## src/verilog/phy_mgmt_defines.svh

```systemverilog
// Purpose: Offsets, field positions and reset values of the PHY management access block
// Assumes: Byte addresses on a 32-bit APB
// Notes: Definitions only
`ifndef PHY_MGMT_DEFINES_SVH
`define PHY_MGMT_DEFINES_SVH
`define OFS_PHY_MGMT_DATA 12'h0A4
`define OFS_PHY_MGMT_ACCESS_CONTROL 12'h0A8
`define ACC_PHY_ADDR_HI 15
`define ACC_PHY_ADDR_LO 11
`define ACC_REG_INDEX_HI 10
`define ACC_REG_INDEX_LO 6
`define ACC_DIR_BIT 1
`define ACC_BUSY_BIT 0
`define RST_DATA 16'h0000
`define RST_FIELD5 5'h00
`endif

```

## src/verilog/phy_mgmt_pkg.sv

```systemverilog
// Purpose: Types for the PHY management access block
// Assumes: Nothing
// Notes: Request and answer carriers toward the internal PHY register sets
package phy_mgmt_pkg;
    typedef enum logic [1:0] {
        ST_IDLE,
        ST_REQ,
        ST_WAIT
    } eng_state_t;

    typedef struct packed {
        logic valid;
        logic write;
        logic [4:0] phy_addr;
        logic [4:0] reg_index;
        logic [15:0] wdata;
    } mgmt_req_t;

    typedef struct packed {
        logic done;
        logic [15:0] rdata;
    } mgmt_rsp_t;
endpackage

```

## src/verilog/phy_mgmt_indirect_access.sv

```systemverilog
// Functional notes
// - Each access control write while not busy and not to the virtual PHY address launches one PHY access, nothing else does. Code also needs pstrb[1:0] set.
// - PHY address comes from access control bits 15:11, reset zero.
// - Register index comes from access control bits 10:6, reset zero.
// - Bit 1 is direction: one writes data register to PHY, zero reads.
// - Busy bit 0 is read-only, set on an access control write that launches an access, held during access.
// - Busy clears itself when the PHY access finishes; resets to zero.
// - Read data is invalid until busy clears; device places it in the same cycle that busy clears.
// - Virtual PHY set is never reachable through these registers.
// - Data register bits 15:0 hold 16-bit management data, read/write, reset zero.
// - Data read returns last written value if direction one, PHY data if zero.
//
// Purpose: APB-reached indirect access engine to the internal PHY management registers
// Assumes: PHY side answers each request with a one-cycle done pulse
// Notes: APB answers with no wait states; unmapped addresses read zero with pslverr
//
// The APB interface to the registers is this design's own decision.
`timescale 1ns/1ps
`default_nettype none
`include "phy_mgmt_defines.svh"

module phy_mgmt_indirect_access
    import phy_mgmt_pkg::*;
#(
    parameter logic [4:0] VPHY_ADDR = 5'h00
)
(
    input wire logic clock_i,
    input wire logic rst_b_i,
    input wire logic psel_i,
    input wire logic penable_i,
    input wire logic pwrite_i,
    input wire logic [11:0] paddr_i,
    input wire logic [31:0] pwdata_i,
    input wire logic [3:0] pstrb_i,
    output logic [31:0] prdata_o,
    output logic pready_o,
    output logic pslverr_o,
    output mgmt_req_t mgmt_req_o,
    input wire mgmt_rsp_t mgmt_rsp_i
);
    eng_state_t state_q;
    eng_state_t state_d;
    logic [4:0] phy_addr_q;
    logic [4:0] reg_index_q;
    logic dir_q;
    logic busy_q;
    logic [15:0] wr_data_q;
    logic [15:0] rd_data_q;
    logic [31:0] prdata_q;
    logic pslverr_q;
    logic pready_q;
    mgmt_req_t req_q;

    wire logic setup = psel_i && !penable_i;
    // Writes land at the access edge, where the master sees pready high
    wire logic access = psel_i && penable_i;
    wire logic sel_data = paddr_i == `OFS_PHY_MGMT_DATA;
    wire logic sel_acc = paddr_i == `OFS_PHY_MGMT_ACCESS_CONTROL;
    wire logic mapped = sel_data || sel_acc;
    wire logic lo_lanes = pstrb_i[1] && pstrb_i[0];
    wire logic wr_data = access && pwrite_i && sel_data && lo_lanes;
    // Late writes are dropped so an access in flight is never restarted
    wire logic wr_acc = access && pwrite_i && sel_acc && lo_lanes && !busy_q;
    // Same address as the virtual PHY never reaches the real PHY sets
    wire logic is_vphy = pwdata_i[`ACC_PHY_ADDR_HI:`ACC_PHY_ADDR_LO] == VPHY_ADDR;
    wire logic launch = wr_acc && !is_vphy;
    wire logic [15:0] data_view = dir_q ? wr_data_q : rd_data_q;
    wire logic [31:0] acc_view = {16'h0000, phy_addr_q, reg_index_q, 4'h0, dir_q, busy_q};
    wire logic [31:0] rd_mux = sel_data ? {16'h0000, data_view} : (sel_acc ? acc_view : 32'h0);

    always_comb
    begin
        state_d = state_q;
        case (state_q)
            ST_IDLE:
            begin
                if (launch)
                    state_d = ST_REQ;
            end
            ST_REQ: state_d = ST_WAIT;
            ST_WAIT:
            begin
                if (mgmt_rsp_i.done)
                    state_d = ST_IDLE;
            end
            default: state_d = ST_IDLE;
        endcase
    end

    always_ff @(posedge clock_i or negedge rst_b_i)
    begin
        if (!rst_b_i)
            state_q <= ST_IDLE;
        else
            state_q <= state_d;
    end

    always_ff @(posedge clock_i or negedge rst_b_i)
    begin
        if (!rst_b_i)
        begin
            phy_addr_q <= `RST_FIELD5;
            reg_index_q <= `RST_FIELD5;
            dir_q <= 1'b0;
        end
        else if (wr_acc)
        begin
            phy_addr_q <= pwdata_i[`ACC_PHY_ADDR_HI:`ACC_PHY_ADDR_LO];
            reg_index_q <= pwdata_i[`ACC_REG_INDEX_HI:`ACC_REG_INDEX_LO];
            dir_q <= pwdata_i[`ACC_DIR_BIT];
        end
    end

    always_ff @(posedge clock_i or negedge rst_b_i)
    begin
        if (!rst_b_i)
            busy_q <= 1'b0;
        else if (launch)
            busy_q <= 1'b1;
        else if (state_q == ST_WAIT && mgmt_rsp_i.done)
            busy_q <= 1'b0;
    end

    always_ff @(posedge clock_i or negedge rst_b_i)
    begin
        if (!rst_b_i)
            wr_data_q <= `RST_DATA;
        else if (wr_data)
            wr_data_q <= pwdata_i[15:0];
    end

    // Result lands together with the busy clear
    always_ff @(posedge clock_i or negedge rst_b_i)
    begin
        if (!rst_b_i)
            rd_data_q <= `RST_DATA;
        else if (state_q == ST_WAIT && mgmt_rsp_i.done && !dir_q)
            rd_data_q <= mgmt_rsp_i.rdata;
    end

    always_ff @(posedge clock_i or negedge rst_b_i)
    begin
        if (!rst_b_i)
            req_q <= '0;
        else if (launch)
        begin
            req_q.valid <= 1'b1;
            req_q.write <= pwdata_i[`ACC_DIR_BIT];
            req_q.phy_addr <= pwdata_i[`ACC_PHY_ADDR_HI:`ACC_PHY_ADDR_LO];
            req_q.reg_index <= pwdata_i[`ACC_REG_INDEX_HI:`ACC_REG_INDEX_LO];
            req_q.wdata <= wr_data_q;
        end
        else
            req_q.valid <= 1'b0;
    end

    always_ff @(posedge clock_i or negedge rst_b_i)
    begin
        if (!rst_b_i)
        begin
            prdata_q <= 32'h0;
            pslverr_q <= 1'b0;
        end
        else if (setup)
        begin
            prdata_q <= pwrite_i ? 32'h0 : rd_mux;
            pslverr_q <= !mapped;
        end
    end

    // Ready only in the access phase; no wait states are ever inserted
    always_ff @(posedge clock_i or negedge rst_b_i)
    begin
        if (!rst_b_i)
            pready_q <= 1'b0;
        else
            pready_q <= setup;
    end

    assign pready_o = pready_q;
    assign prdata_o = prdata_q;
    assign pslverr_o = pslverr_q;
    assign mgmt_req_o = req_q;

    a_busy_on_launch: assert property (@(posedge clock_i) disable iff (!rst_b_i)
        launch |=> busy_q && state_q == ST_REQ) else $error("busy not set on launch");
    a_busy_clear: assert property (@(posedge clock_i) disable iff (!rst_b_i)
        state_q == ST_WAIT && mgmt_rsp_i.done |=> !busy_q) else $error("busy stuck");
    a_req_pulse: assert property (@(posedge clock_i) disable iff (!rst_b_i)
        req_q.valid |-> $past(launch)) else $error("request without launch");
    a_no_vphy: assert property (@(posedge clock_i) disable iff (!rst_b_i)
        req_q.valid |-> req_q.phy_addr != VPHY_ADDR) else $error("virtual PHY reached");
    a_busy_ignore: assert property (@(posedge clock_i) disable iff (!rst_b_i)
        busy_q && !$rose(busy_q) |-> $stable(phy_addr_q) && $stable(dir_q)
        && $stable(reg_index_q))
        else $error("fields moved while busy");
    a_read_result: assert property (@(posedge clock_i) disable iff (!rst_b_i)
        $fell(busy_q) && !dir_q |-> rd_data_q == $past(mgmt_rsp_i.rdata))
        else $error("read data late");
    a_addr_field: assert property (@(posedge clock_i) disable iff (!rst_b_i)
        wr_acc |=> phy_addr_q == $past(pwdata_i[15:11]) && reg_index_q == $past(pwdata_i[10:6]))
        else $error("fields not captured");
    a_data_view: assert property (@(posedge clock_i) disable iff (!rst_b_i)
        setup && !pwrite_i && sel_data |=> prdata_o[15:0] ==
        ($past(dir_q) ? $past(wr_data_q) : $past(rd_data_q))
        && prdata_o[31:16] == 16'h0000) else $error("data view wrong");
    a_data_write: assert property (@(posedge clock_i) disable iff (!rst_b_i)
        wr_data |=> wr_data_q == $past(pwdata_i[15:0])) else $error("data not stored");
    a_req_dir: assert property (@(posedge clock_i) disable iff (!rst_b_i)
        req_q.valid |-> req_q.write == dir_q) else $error("direction mismatch");
    a_vphy_no_busy: assert property (@(posedge clock_i) disable iff (!rst_b_i)
        wr_acc && is_vphy |=> !busy_q) else $error("virtual PHY write started access");
    a_req_wdata: assert property (@(posedge clock_i) disable iff (!rst_b_i)
        req_q.valid |-> req_q.wdata == wr_data_q) else $error("request data wrong");
    a_busy_holds: assert property (@(posedge clock_i) disable iff (!rst_b_i)
        busy_q && !(state_q == ST_WAIT && mgmt_rsp_i.done) |=> busy_q)
        else $error("busy dropped early");
    a_idle_quiet: assert property (@(posedge clock_i) disable iff (!rst_b_i)
        !busy_q |-> state_q == ST_IDLE) else $error("engine active while not busy");
    a_read_stable: assert property (@(posedge clock_i) disable iff (!rst_b_i)
        state_q != ST_WAIT || !mgmt_rsp_i.done |=> $stable(rd_data_q))
        else $error("read data moved outside completion");
endmodule
`default_nettype wire

```

## config.mk

```make
export PLATFORM = sky130hd
export DESIGN_NAME = phy_mgmt_indirect_access
export DESIGN_NICKNAME = d
export VERILOG_FILES = /design/src/verilog/phy_mgmt_pkg.sv /design/src/verilog/phy_mgmt_indirect_access.sv
export VERILOG_INCLUDE_DIRS = /design/src /design/src/verilog
export SDC_FILE = /design/constraint.sdc
export NUM_CORES = 1
export LEC_CHECK = 0
export BUFFER_PORTS_ARGS = -buffer_cell sky130_fd_sc_hd__buf_4
export CORE_MARGIN = 2
export CORE_UTILIZATION = 46
export CTS_BUF_LIST = sky130_fd_sc_hd__clkbuf_16
export DETAILED_ROUTE_END_ITERATION = 16
export PLACE_DENSITY = 0.79
export SYNTH_ARGS = -nofsm -noshare
export SYNTH_HDL_FRONTEND = slang
export SYNTH_SLANG_ARGS = --single-unit
```

## constraint.sdc

```tcl
create_clock -name clock_i -period 2 [get_ports clock_i]
set_input_delay 0.1 -clock clock_i [delete_from_list [all_inputs] [get_ports clock_i]]
set_output_delay 0.1 -clock clock_i [all_outputs]
set_load 0.05 [all_outputs]
```

Word-level counts from Yosys, hierarchy flattened
Index checks and enable logic that the tools add are counted.
{"block": "word_totals", "in_bits": 70, "word_cells": 53, "reg_bits": 108}
{"block": "op_classes", "n_reduce_logical": 22, "muxes": 10, "n_eq_ne": 6}
{"cell": "$mux 16", "n": 4}
{"cell": "$eq 12x8->1 const B", "n": 2}
{"cell": "$logic_and 1x1->1", "n": 12}
{"cell": "$pmux 2 s3", "n": 1}
{"cell": "$logic_not 1->1", "n": 5}
{"cell": "$logic_not 5->1", "n": 1}
{"cell": "$mux 2", "n": 2}
{"cell": "$ne 2x2->1 const B", "n": 2}
{"cell": "$mux 1", "n": 3}
{"cell": "$eq 2x1->1 const B", "n": 1}
{"cell": "$eq 2x2->1 const B", "n": 1}
{"cell": "$logic_not 2->1", "n": 1}
{"cell": "$reduce_and 2->1", "n": 1}
{"cell": "$reduce_bool 2->1", "n": 1}
{"cell": "$logic_or 1x1->1", "n": 1}

Longest topological paths before layout
Gate-level depths: netlist of run 1.
{"block": "logic_depth", "word_depth": 8, "mapped_depth": 6, "depth_no_buf": 4}

Worst setup path before layout of run 1
OpenSTA, ideal clock, no wires.
{"block": "synth_path", "kind": "input -> register", "start": "in paddr_i[9]", "end": "reg wr_data_q[8]", "required_ns": 1.875, "n_path_buf": 2, "setup_ns": 0.125, "arrival_time_ns": 1.559, "cell_stages": 6, "path_slack_ns": 0.316, "path_cell_list": "or4_4 -> nor2_4 -> and3_1 -> buf_4 -> buf_6 -> mux2_2"}
{"block": "synth_between", "elab_chain_len": 3}
{"item": "start: declaration", "line_no": "phy_mgmt_indirect_access.sv:33", "source": "input wire logic [11:0] paddr_i,"}
{"item": "$eq 12x8->1 (no line)"}
{"item": "$logic_and 1x1->1 (2 in series)", "line_no": "phy_mgmt_indirect_access.sv:62", "source": "wire logic wr_data = access && pwrite_i && sel_data && lo_lanes;"}
{"item": "end signal: assignment", "line_no": "phy_mgmt_indirect_access.sv:128", "source": "wr_data_q <= `RST_DATA;"}
{"item": "end signal: assignment", "line_no": "phy_mgmt_indirect_access.sv:130", "source": "wr_data_q <= pwdata_i[15:0];"}
{"item": "end: declaration", "line_no": "phy_mgmt_indirect_access.sv:48", "source": "logic [15:0] wr_data_q;"}
No other way between the ends.
A chain may end at the register's enable or synchronous reset.

Worst setup path after layout of run 1
{"block": "layout_path", "start": "reg dir_q", "end": "reg prdata_q[0] (netlist: prdata_o[0])"}
{"block": "layout_between", "elab_chain_len": 3}
{"item": "start: declaration", "line_no": "phy_mgmt_indirect_access.sv:46", "source": "logic dir_q;"}
{"item": "start signal: assignment", "line_no": "phy_mgmt_indirect_access.sv:111", "source": "dir_q <= pwdata_i[`ACC_DIR_BIT];"}
{"item": "$mux 16", "line_no": "phy_mgmt_indirect_access.sv:68", "source": "wire logic [15:0] data_view = dir_q ? wr_data_q : rd_data_q;"}
{"item": "$mux 16", "line_no": "phy_mgmt_indirect_access.sv:70", "source": "wire logic [31:0] rd_mux = sel_data ? {16'h0000, data_view} : (sel_acc ? acc_view : 32'h0);"}
{"item": "$mux 16", "line_no": "phy_mgmt_indirect_access.sv:167", "source": "prdata_q <= pwrite_i ? 32'h0 : rd_mux;"}
{"item": "end signal: assignment", "line_no": "phy_mgmt_indirect_access.sv:167"}
{"item": "end: declaration", "line_no": "phy_mgmt_indirect_access.sv:50", "source": "logic [31:0] prdata_q;"}
No other way between the ends.

==> key figures, run 1 <==
Critical path
  – R2r endpoint: prdata_o[0]
  – Worst r2r path cells: 4
  – CP Data Required Time: 2.19 ns
  – RR Startpoint: dir_q
  – Critical Path Sink Type: flip-flop
  – Worst endpoint data arrival time: 1.80 ns
  – CP startpoint kind: flip-flop
  – R2R Setup Slk: roughly 0.39 ns
  – CP startpoint: dir_q
  – Worst-path maximum fanout: 8
  – Setup Crit Path Kind: flip-flop to flip-flop

Hold path
  – Worst min path class: primary input to flip-flop
  – Hold Path End: rd_data_q[8]
  – Min-delay src: mgmt_rsp_i[8]
  – Hold path cells: 2

Pwr
  – Comb pwr share: 0.074
  – Worst vdd rail ir drop: about 0.00045 V
  – P_int: around 2.8 mW
  – Switch share: 0.236
  – Clock share of power: 0.417
  – Pleak: about 2.7 nW
  – Share of total power in sequential cells: 0.509
  – Power per Cell Area: 700 nW/um^2
  – Net switching power: approximately 0.86 mW

Place
  – Placer congestion estimate: 0.810
  – Port-buffer cells: just under 100
  – Placed Instances: 487
  – Post-DP Area: 4830 sq um
  – Post-Place Worst Slack: about 0.12 ns
  – DP HPWL: ~6300 um

GRT
  – Initial antenna violation count: 0
  – Gr usage total: 0.198
  – First-pass GRT wire length: 14,700 um
  – Largest net degree at the start of global routing: a little under 50
  – Overflow after GRT: 0
  – Vias in the first global route: 2,799

Floorplan
  – Row cnt: 33
  – Ports: ~130
  – Die height: a little under 100 um
  – Core area: between 8000 and 9000 sq um
  – Die X: 97.0 um
  – Total die area: 9410 sq um
  – Initial Utilization: 0.479

Routing
  – First DRT Iteration DRCs: 118
  – WL per Instance: around 18 um
  – Via Count: 2,697
  – First-pass iteration count of the detailed router: 4
  – Via density: 5.23
  – DRC viols: 0
  – Antenna Violating Nets Remaining: 0
  – WL final: around 9000 um

Finish
  – Area Growth Syn to Fin: 31.6%
  – Layout Nets: 476
  – Cell area after layout: roughly 5200 sq um
  – # fillers: 650
  – Final non-filler cell total: 516
  – Antenna diodes: 0
  – Share of cells above drive strength 1: 0.494

Clock network
  – Clk_lat worst skew: 0.33 ns
  – CTS Buf Count: 9
  – H-tree levels: 3
  – Root buf cell: clkbuf_16
  – Clk slew on worst S/H paths: 0.06 ns
  – Post-CTS Setup Bufs: 0
  – CTS tree: built
  – Clock buffer depth: 2
  – Clock sinks: 92

STA
  – Skew final: 0.00575 ns
  – Worst setup margin: 0.390 ns
  – Min Hold Slack: 0.00945 ns
  – Final setup TNS: 0 ns
  – Fmax: 0.621 GHz
  – Crit share post-route: 0.805
  – Final Hold Fails: 0
  – Fin crit period: 1.61 ns
  – Max_slew headroom: 0.579
  – Unrepaired setup endpoints after global routing: no
  – Final Setup Violations: 0
  – Worst slew pin tran: 0.631 ns
  – Max-slew violation count: 0

Synthesis
  – Syn Area/Cell: roughly 14 sq um
  – Seq cells post-synth: 92
  – Cells after Synth: 285
  – Synth cell types: 33
  – Post-synthesis sequential area ratio: 0.579
  – Post-synthesis cell area: 3980 sq um
  – Yosys warning total: 0

Run status
  – Status: finished, final reports clean

Job
  – MaxCap Viol Count: 0
[placed cells by master (no fill, tap or decap)]
cell type,count
buf_4,110
dfrtp_1,92
mux2_2,55
nand2_1,21
o21ai_0,16
conb_1,16
mux2_4,15
dlygate4sd3_1,13
a22oi_1,11
mux2_1,10
clkbuf_16,9
mux2i_1,5
nand3_1,4
inv_1,4
clkinvlp_4,3
nor2_1,2
nor4b_4,2
nand2b_1,2
o2bb2ai_1,2
a21oi_1,2
clkinv_2,2
nand4bb_1,1
or4_4,1
nor2_4,1
nor3_1,1
and2b_1,1
and4_1,1
nand3b_1,1
nor2_2,1
nand4_4,1
nor3b_1,1
and3_1,1
or2_2,1
a21o_1,1
clkinv_4,1
buf_12,1
[critical path: stages, from the launching register on]
cell and delay (ns):
dfrtp_1 0.59, buf_4 0.27, mux2_2 0.36, a22oi_1 0.17, o21ai_0 0.09
[power by group through the flow]
stage	Clock, mW	Sequential (mW)	Combinational [mW]
floorplan	0	1.91	0.113
global placement	0	1.90	0.250
detailed placement	0	1.90	0.253
CTS	1.56	1.87	0.272
global route	1.66	1.86	0.292
finish	1.53	1.87	0.271
[kinds of logic (layout without fill, tap and decap cells)]
group	count (synthesis)	after routing	share of synthesized area
muxes	85	85	0.253
buffers and inverters	32	143	0.0528
DFF	92	92	0.579
AOI/OAI and AO/OA	32	32	0.0497
and+or+nand+nor	43	43	0.0645
other	1	16	0.000943
[cell usage after synthesis]
cell,n,area share
nor2_1,3,0.0028
nand3_1,4,0.0050
mux2_2,55,0.16
or2_2,1,0.0016
mux2_4,15,0.057
nand2_1,21,0.020
and3_1,1,0.0016
a21o_1,1,0.0019
nand4_4,1,0.0053
nor3_1,1,0.0013
buf_1,1,0.00094
conb_1,1,0.00094
a22oi_1,11,0.021
o21ai_0,16,0.020
clkbuf_1,5,0.0047
buf_2,3,0.0038
buf_6,3,0.0085
nor4b_2,2,0.0075
o2bb2ai_1,2,0.0044
buf_4,17,0.032
nor2_4,1,0.0028
nor3b_1,1,0.0019
dfrtp_1,92,0.58
inv_1,3,0.0028
and2b_1,1,0.0019
nand2b_1,2,0.0031
nand3b_1,1,0.0019
or4_4,1,0.0028
mux2_1,10,0.028
nand4bb_1,1,0.0028
and4_1,1,0.0022
mux2i_1,5,0.013
a21oi_1,2,0.0025
[stage by stage]
stage | total power, mW | utilization
2_1_floorplan | 2.03 | -
3_3_place_gp | 2.15 | 0.582
3_5_place_dp | 2.15 | 0.582
4_1_cts | 3.70 | 0.628
5_1_grt | 3.81 | 0.630
6_report | 3.67 | 0.630
[registers in the layout (all words and copies together) (netlist names)]
register,flops
reg_index_q,5
wr_data_q,16
prdata_o,16
mgmt_req_o,28
phy_addr_q,5
pslverr_o,1
state_q,2
pready_o,1
dir_q,1
busy_q,1
rd_data_q,16
[layout make-up]
type,count,area [sq um],share of cell area
Sequential cell,92,2300,0.440
Multi-Input combinational cell,176,1540,0.295
Timing Repair Buffer,124,976,0.187
Clock buffer,9,225,0.0430
Tap cell,105,131,0.0251
Clock inverter,7,45.0,0.00861
Inverter,3,11.3,0.00215
[what timing repair did]
item / in CTS / in global routing
gates resized for setup: 0 / 0
hold buffers: 11 / 2
endpoints found under the hold margin: 56 / 2
[worst max-delay path by stage]
stage | endpoint | slack, ns
floorplan | wr_data_q[8] | 0.32
global placement | wr_data_q[9] | 0.18
detailed placement | wr_data_q[14] | 0.12
CTS | prdata_o[0] | 0.39
global route | prdata_o[0] | 0.27
finish | prdata_o[0] | 0.39
[metal layers]
layer	wire length [um]	GRT usage	vias up	share of wire
met2	4520	0.326	100	0.50
li1	-	-	1218	-
met4	109	0.0618	0	0.012
met3	554	0.0426	8	0.061
met5	0	0	-	0
met1	3860	0.265	1371	0.43
No activity file was read; power rests on OpenSTA's default activity.
==> run 2, diff against run 1 <==
ABC_AREA = 1   (was unset)
PLACE_DENSITY = 0.81   (was 0.79)
clock period = 1.4 ns   (was 2 ns; I/O delays follow)
==> run 2 against run 1 <==
Setup slack got worse by 0.30 ns. Worst hold slack got worse by 0.0017 ns. Sequential share of layout area is 2.0 points lower. Sequential power rose by 43%. Critical path depth unchanged. Global-route usage up 2.3 points. Clock power grew 50%. Combinational power increased by 54%. Via count increased by 35%. Critical path type unchanged. Non-clock buffer count is 6 higher.
==> key figures, run 2 <==
Finish
  – Fin util: 0.628
  – # fillers: about 670
  – Layout Nets: 680
  – Multi-input logic area: 1510 sq um
  – Area Growth Syn to Fin: 32.6%
  – Share of cells above drive strength 1: 0.244
  – Most common cell after layout, fill and taps aside: nand2_1
  – Cell area after layout: 5480 sq um
  – Max FFs per register: 28
  – Sequential cell area: between 2000 and 2500 sq um
  – Commonest non-fill, non-tap cells in the layout: nand2_1, buf_4, dfrtp_1
  – Antenna diodes: 0

Synthesis
  – Most common cell in the netlist: nand2_1
  – Biggest area consumer among synthesized cells: dfrtp_1
  – Syn Area/Cell: 8.47 sq um
  – Share of the synthesized area in the top cell type: 0.557
  – Main flop type after synthesis: dfrtp_1
  – Top cells by area, synth: dfrtp_1, nand2_1, inv_1, mux2_2, o21ai_0
  – Post-Synth Adder-Cell Area: 0
  – Synth cell count leaders: nand2_1, dfrtp_1, inv_1
  – Synth Area in Compound Gates: 0.0654
  – Synth cell types: 26
  – Seq cells post-synth: ~90
  – Post-synthesis cell area: 4130 sq um
  – Largest family of logic cells by synthesized area: simple AND/OR/NAND/NOR gates
  – Post-synth EDFFs: 0
  – Yosys warning total: 0
  – Mux cell area share after synthesis: 0.0354
  – Xor-xnor portion of the synthesized cell area: 0
  – Post-synthesis sequential area ratio: 0.557
  – Cells after Synth: roughly 490
  – Ys async rst share: 1.00
  – Post-Synth Simple-Gate Area: 0.245

Place
  – Placer congestion estimate: 0.884
  – DP HPWL: 7130 um
  – Post-Place Worst Slack: -0.0205 ns
  – Post-DP Area: 5000 sq um
  – Port-buffer cells: 97

Job
  – MaxCap Viol Count: 0

STA
  – Max-slew violation count: 0
  – Crit share post-route: 0.933
  – Fin crit period: 1.31 ns
  – Skew final: 0.00633 ns
  – Final Setup Violations: 0
  – Unrepaired setup endpoints after global routing: no
  – Final Hold Fails: 0
  – Fmax: 0.765 GHz
  – Worst setup margin: around 0.093 ns

Floorplan
  – Die height: 98.8 um
  – Row cnt: 34
  – Core area: 8720 sq um
  – Die X: 98.8 um
  – Total die area: 9760 sq um
  – Ports: 132
  – Initial Utilization: 0.474

Pwr
  – Worst vdd rail ir drop: about 0.00070 V
  – Power per Cell Area: just under 1000 nW/um^2
  – Pleak: slightly above 3 nW

GRT
  – Largest net degree at the start of global routing: 93
  – Vias in the first global route: 3,545
  – Overflow after GRT: 0
  – Initial antenna violation count: 0
  – First-pass GRT wire length: around 17,000 um
  – Gr usage total: 0.222

Routing
  – First DRT Iteration DRCs: roughly 300
  – WL final: 10,400 um
  – Antenna Violating Nets Remaining: 0
  – Via density: 5.06
  – WL per Instance: 14.5 um
  – First-pass iteration count of the detailed router: 5
  – Via Count: 3,653
  – DRC viols: 0

Clock network
  – CTS tree: built
  – CTS Buf Count: 9
  – Clock sinks: 92
  – Clk slew on worst S/H paths: 0.06 ns
  – Root buf cell: clkbuf_16
  – Clock buffer depth: 2
  – H-tree levels: 3
  – Clk_lat worst skew: 0.33 ns

Run status
  – Status: finished, final reports clean

Hold path
  – Worst min path class: primary input to flip-flop

Critical path
  – CP startpoint kind: flip-flop
  – CP Data Required Time: roughly 1.6 ns
  – Critical Path Sink Type: flip-flop
  – Setup Crit Path Kind: flip-flop to flip-flop
  – Worst-path maximum fanout: 20
  – Worst endpoint data arrival time: 1.51 ns
run 2: cell types whose count changed after synthesis, sizes merged, moves of 22 or more:
cell / before / now
nand2: 21 / 205
o21ai: 16 / 38
inv: 3 / 50
mux2: 80 / 13
run 2: worst paths after layout:
| path | endpoint | slack (ns) | cells after the start | from |
|---|---|---|---|---|
| min reg2reg | mgmt_req_o[5] | 0.48 | 2 | mgmt_req_o[5] |
| max in group asynchronous | pready_o | 0.70 | 3 | rst_b_i |
| min | rd_data_q[15] | 0.008 | 3 | mgmt_rsp_i[15] |
| min in group asynchronous | mgmt_req_o[5] | 0.30 | 3 | rst_b_i |
| max reg2reg | prdata_o[2] | 0.09 | 4 | dir_q |
| max | prdata_o[2] | 0.09 | 4 | dir_q |
run 2: critical path, stage by stage (launching register included):
cell and delay [ns]:
dfrtp_1 0.40, buf_4 0.22, nand2_1 0.09, a21boi_0 0.34, o31ai_1 0.13
run 2: final cells by class:
type / instances / area share
repair buffers: 130 / 0.193
inverters: 51 / 0.0352
clock inverters: 6 / 0.0105
well taps: 108 / 0.0247
flip-flops and latches: 92 / 0.420
clock buffers: 9 / 0.0411
multi-input cells: 326 / 0.276
run 2: routing by layer:
layer  GRT usage  vias up  wire [um]
met4      0.0969        0        259
li1            -     1727          -
met2       0.358      168       5150
met1       0.297     1734       4450
met5           0        -          0
met3      0.0369       24        584
run 2: where the power goes:
| group | switching [mW] | total (mW) | internal [mW] |
|---|---|---|---|
| logic | 0.260 | 0.417 | 0.157 |
| registers | 0.00318 | 2.67 | 2.66 |
| clock network | 0.943 | 2.30 | 1.36 |
| total | 1.21 | 5.38 | 4.18 |
run 2: cell families (layout without fill, tap and decap cells):
| group | count (synthesis) | in the layout |
|---|---|---|
| muxes | 13 | 13 |
| other | 1 | 16 |
| AOI/OAI and AO/OA | 50 | 50 |
| buffers and inverters | 85 | 196 |
| DFF | 92 | 92 |
| and+or+nand+nor | 247 | 247 |
run 2: timing repair:
action | 4_1_cts | 5_1_grt
hold buffers | 17 | 0
setup buffers | 0 | 0
hold endpoints to repair | 108 | 0
gates resized for setup | 3 | 3
endpoints found under the setup margin | 24 | 29
run 2: stage by stage:
stage | TNS (ns) | instances | power (mW) | hold WS [ns]
global placement | 0 | 690 | 3.08 | 0.145
floorplan | 0 | 503 | 2.92 | -0.226
finish | 0 | 722 | 5.38 | 0.00779
CTS | 0 | 722 | 5.41 | 0.00485
global route | 0 | 722 | 5.56 | 0.00913
detailed placement | -0.0510 | 690 | 3.09 | 0.150
==> run 3, diff against run 2 <==
RECOVER_POWER = 25   (was unset)
clock period = 1.1 ns   (was 1.4 ns; I/O delays follow)
==> run 3 against run 2 <==
The run now ends with hold timing, setup timing left. Cell count increased by 3.7%. Sequential share of layout area decreased by 5.2 points. Setup slack got worse by 0.39 ns. Largest power group unchanged. Combinational power increased by 41%. Flip-flop and latch count unchanged. Non-clock buffer count increased by 25. Via count increased by 15%. Highest routed layer unchanged. Clock-buffer cell count unchanged. Worst hold slack got worse by 0.016 ns. Register-to-register slack got worse by 0.39 ns. Sequential power increased by 27%. First-iteration DRC count increased by 43%.
==> key figures, run 3 (synthesis gave the netlist of run 2 again) <==
Run status
  – Status: complete, but fails checks
  – Failing checks: hold timing, setup timing

Floorplan
  – Row cnt: 34
  – Die height: between 90 and 100 um
  – Initial Utilization: 0.474
  – Ports: 132
  – Total die area: between 9000 and 10,000 sq um
  – Die X: 98.8 um
  – Core area: 8720 sq um

Finish
  – Max FFs per register: 28
  – Most common cell after layout, fill and taps aside: nand2_1
  – Antenna diodes: 0
  – Final non-filler cell total: 749
  – Share of cells above drive strength 1: 0.381
  – # fillers: 528
  – Layout Nets: 706
  – Area Growth Syn to Fin: 51.3%
  – Commonest non-fill, non-tap cells in the layout: nand2_1, buf_4, dfrtp_1
  – Cell area after layout: 6250 sq um
  – Fin util: 0.717

Critical path
  – Crit path largest cell delay: 0.38 ns
  – Worst r2r path cells: 6
  – Worst endpoint data arrival time: 1.63 ns
  – CP most frequent cell: nor2_4
  – Slowest-stage cell, CP: dfrtp_1
  – CP startpoint kind: flip-flop
  – CP Cell Sequence: nand2_2, nor2_4, nand2_8, buf_8, nor2_4, a21oi_2
  – Critical Path Sink Type: flip-flop
  – Setup Crit Path Kind: flip-flop to flip-flop
  – CP Data Required Time: approximately 1.3 ns
  – Worst-path maximum fanout: 7

STA
  – Crit share post-route: 1.27
  – Worst setup margin: -0.300 ns
  – Final setup TNS: -12.45 ns
  – Final Hold Fails: 1
  – Fin crit period: 1.40 ns
  – Min Hold Slack: -0.00772 ns
  – Max-slew violation count: 0
  – Final Setup Violations: between 70 and 80
  – Max_slew headroom: 0.632
  – Unrepaired setup endpoints after global routing: yes
  – Worst slew pin tran: 0.552 ns
  – Skew final: 0.00856 ns
  – Fmax: 0.714 GHz

Clock network
  – Clock buffer depth: 2
  – Clock sinks: 92
  – H-tree levels: 3
  – Clk_lat worst skew: approximately 0.35 ns
  – Clk slew on worst S/H paths: 0.07 ns
  – Root buf cell: clkbuf_16
  – CTS Buf Count: 9
  – CTS tree: built

GRT
  – Gr usage total: 0.268
  – Largest net degree at the start of global routing: 39
  – First-pass GRT wire length: 20,600 um
  – Initial antenna violation count: 0
  – Overflow after GRT: 0
  – Vias in the first global route: 4,022

Routing
  – Via Count: about 4.2k
  – First-pass iteration count of the detailed router: 5
  – First DRT Iteration DRCs: about 430
  – WL per Instance: a little over 20 um
  – DRC viols: 0
  – WL final: between 15,000 and 20,000 um
  – Antenna Violating Nets Remaining: 0
  – Via density: roughly 5.6

Place
  – Post-Place Worst Slack: -0.204 ns
  – Post-DP Area: between 5000 and 6000 sq um
  – Port-buffer cells: 97
  – DP HPWL: 7500 um
  – Placer congestion estimate: 0.875
  – Placed Instances: 696

Pwr
  – Pleak: 3.35 nW
  – Worst vdd rail ir drop: approximately 0.0012 V
  – Design Power: 7.09 mW
  – Power per Cell Area: 1130 nW/um^2

Hold path
  – Worst min path class: primary input to flip-flop
  – Hold path cells: 3

Job
  – MaxCap Viol Count: 0
run 3: changes by cell type in the layout (fill, tap and decap cells not counted), sizes merged:
cell	delta
buf	+14
dlygate4sd3	+6
clkbuf	+5
clkinv	+3
clkinvlp	-1
inv	-1
nand2	+1
run 3: final timing paths:
kind	start	to	slack, ns
max	state_q[1]	rd_data_q[1]	-0.30
min	pwdata_i[6]	reg_index_q[0]	-0.008
max reg2reg	state_q[1]	rd_data_q[1]	-0.30
min reg2reg	prdata_o[8]	prdata_o[8]	0.48
max in group asynchronous	rst_b_i	dir_q	0.11
min in group asynchronous	rst_b_i	mgmt_req_o[4]	0.09
run 3: cell type report:
cell class | count | area, sq um | share of cell area
clock buffers | 9 | 225 | 0.0360
clock inverters | 7 | 67.6 | 0.0108
inverters | 51 | 199 | 0.0318
multi-input cells | 327 | 1940 | 0.310
flip-flops and latches | 92 | 2300 | 0.368
well taps | 108 | 135 | 0.0216
repair buffers | 155 | 1390 | 0.222
run 3: worst max-delay path, delay by kind of cell (launching register included):
kind / cells / cell delay (ns)
AO/OA/AOI/OAI: 1 / 0.06
AND/OR/NAND/NOR: 4 / 0.64
buffers and inverters: 1 / 0.19
flip-flops: 1 / 0.38
run 3: what timing repair did:
action,in CTS,in global routing
hold endpoints to repair,114,0
hold buffers,23,0
buffers inserted,5,3
resized for setup,37,98
cloned,3,3
setup endpoints to repair,63,75
pin swaps,7,31
run 3: report_power, final:
group	total, mW	internal [mW]	switching, mW
Clock	3.11	1.75	1.36
Combinational	0.587	0.215	0.372
Sequential	3.39	3.39	0.00402
Total	7.09	5.35	1.73
run 3: layer usage:
metal  global-route usage  wire, um
met1                0.347      5590
met2                0.425      7100
met3               0.0511      1400
met4                0.151      1020
met5                    0         0
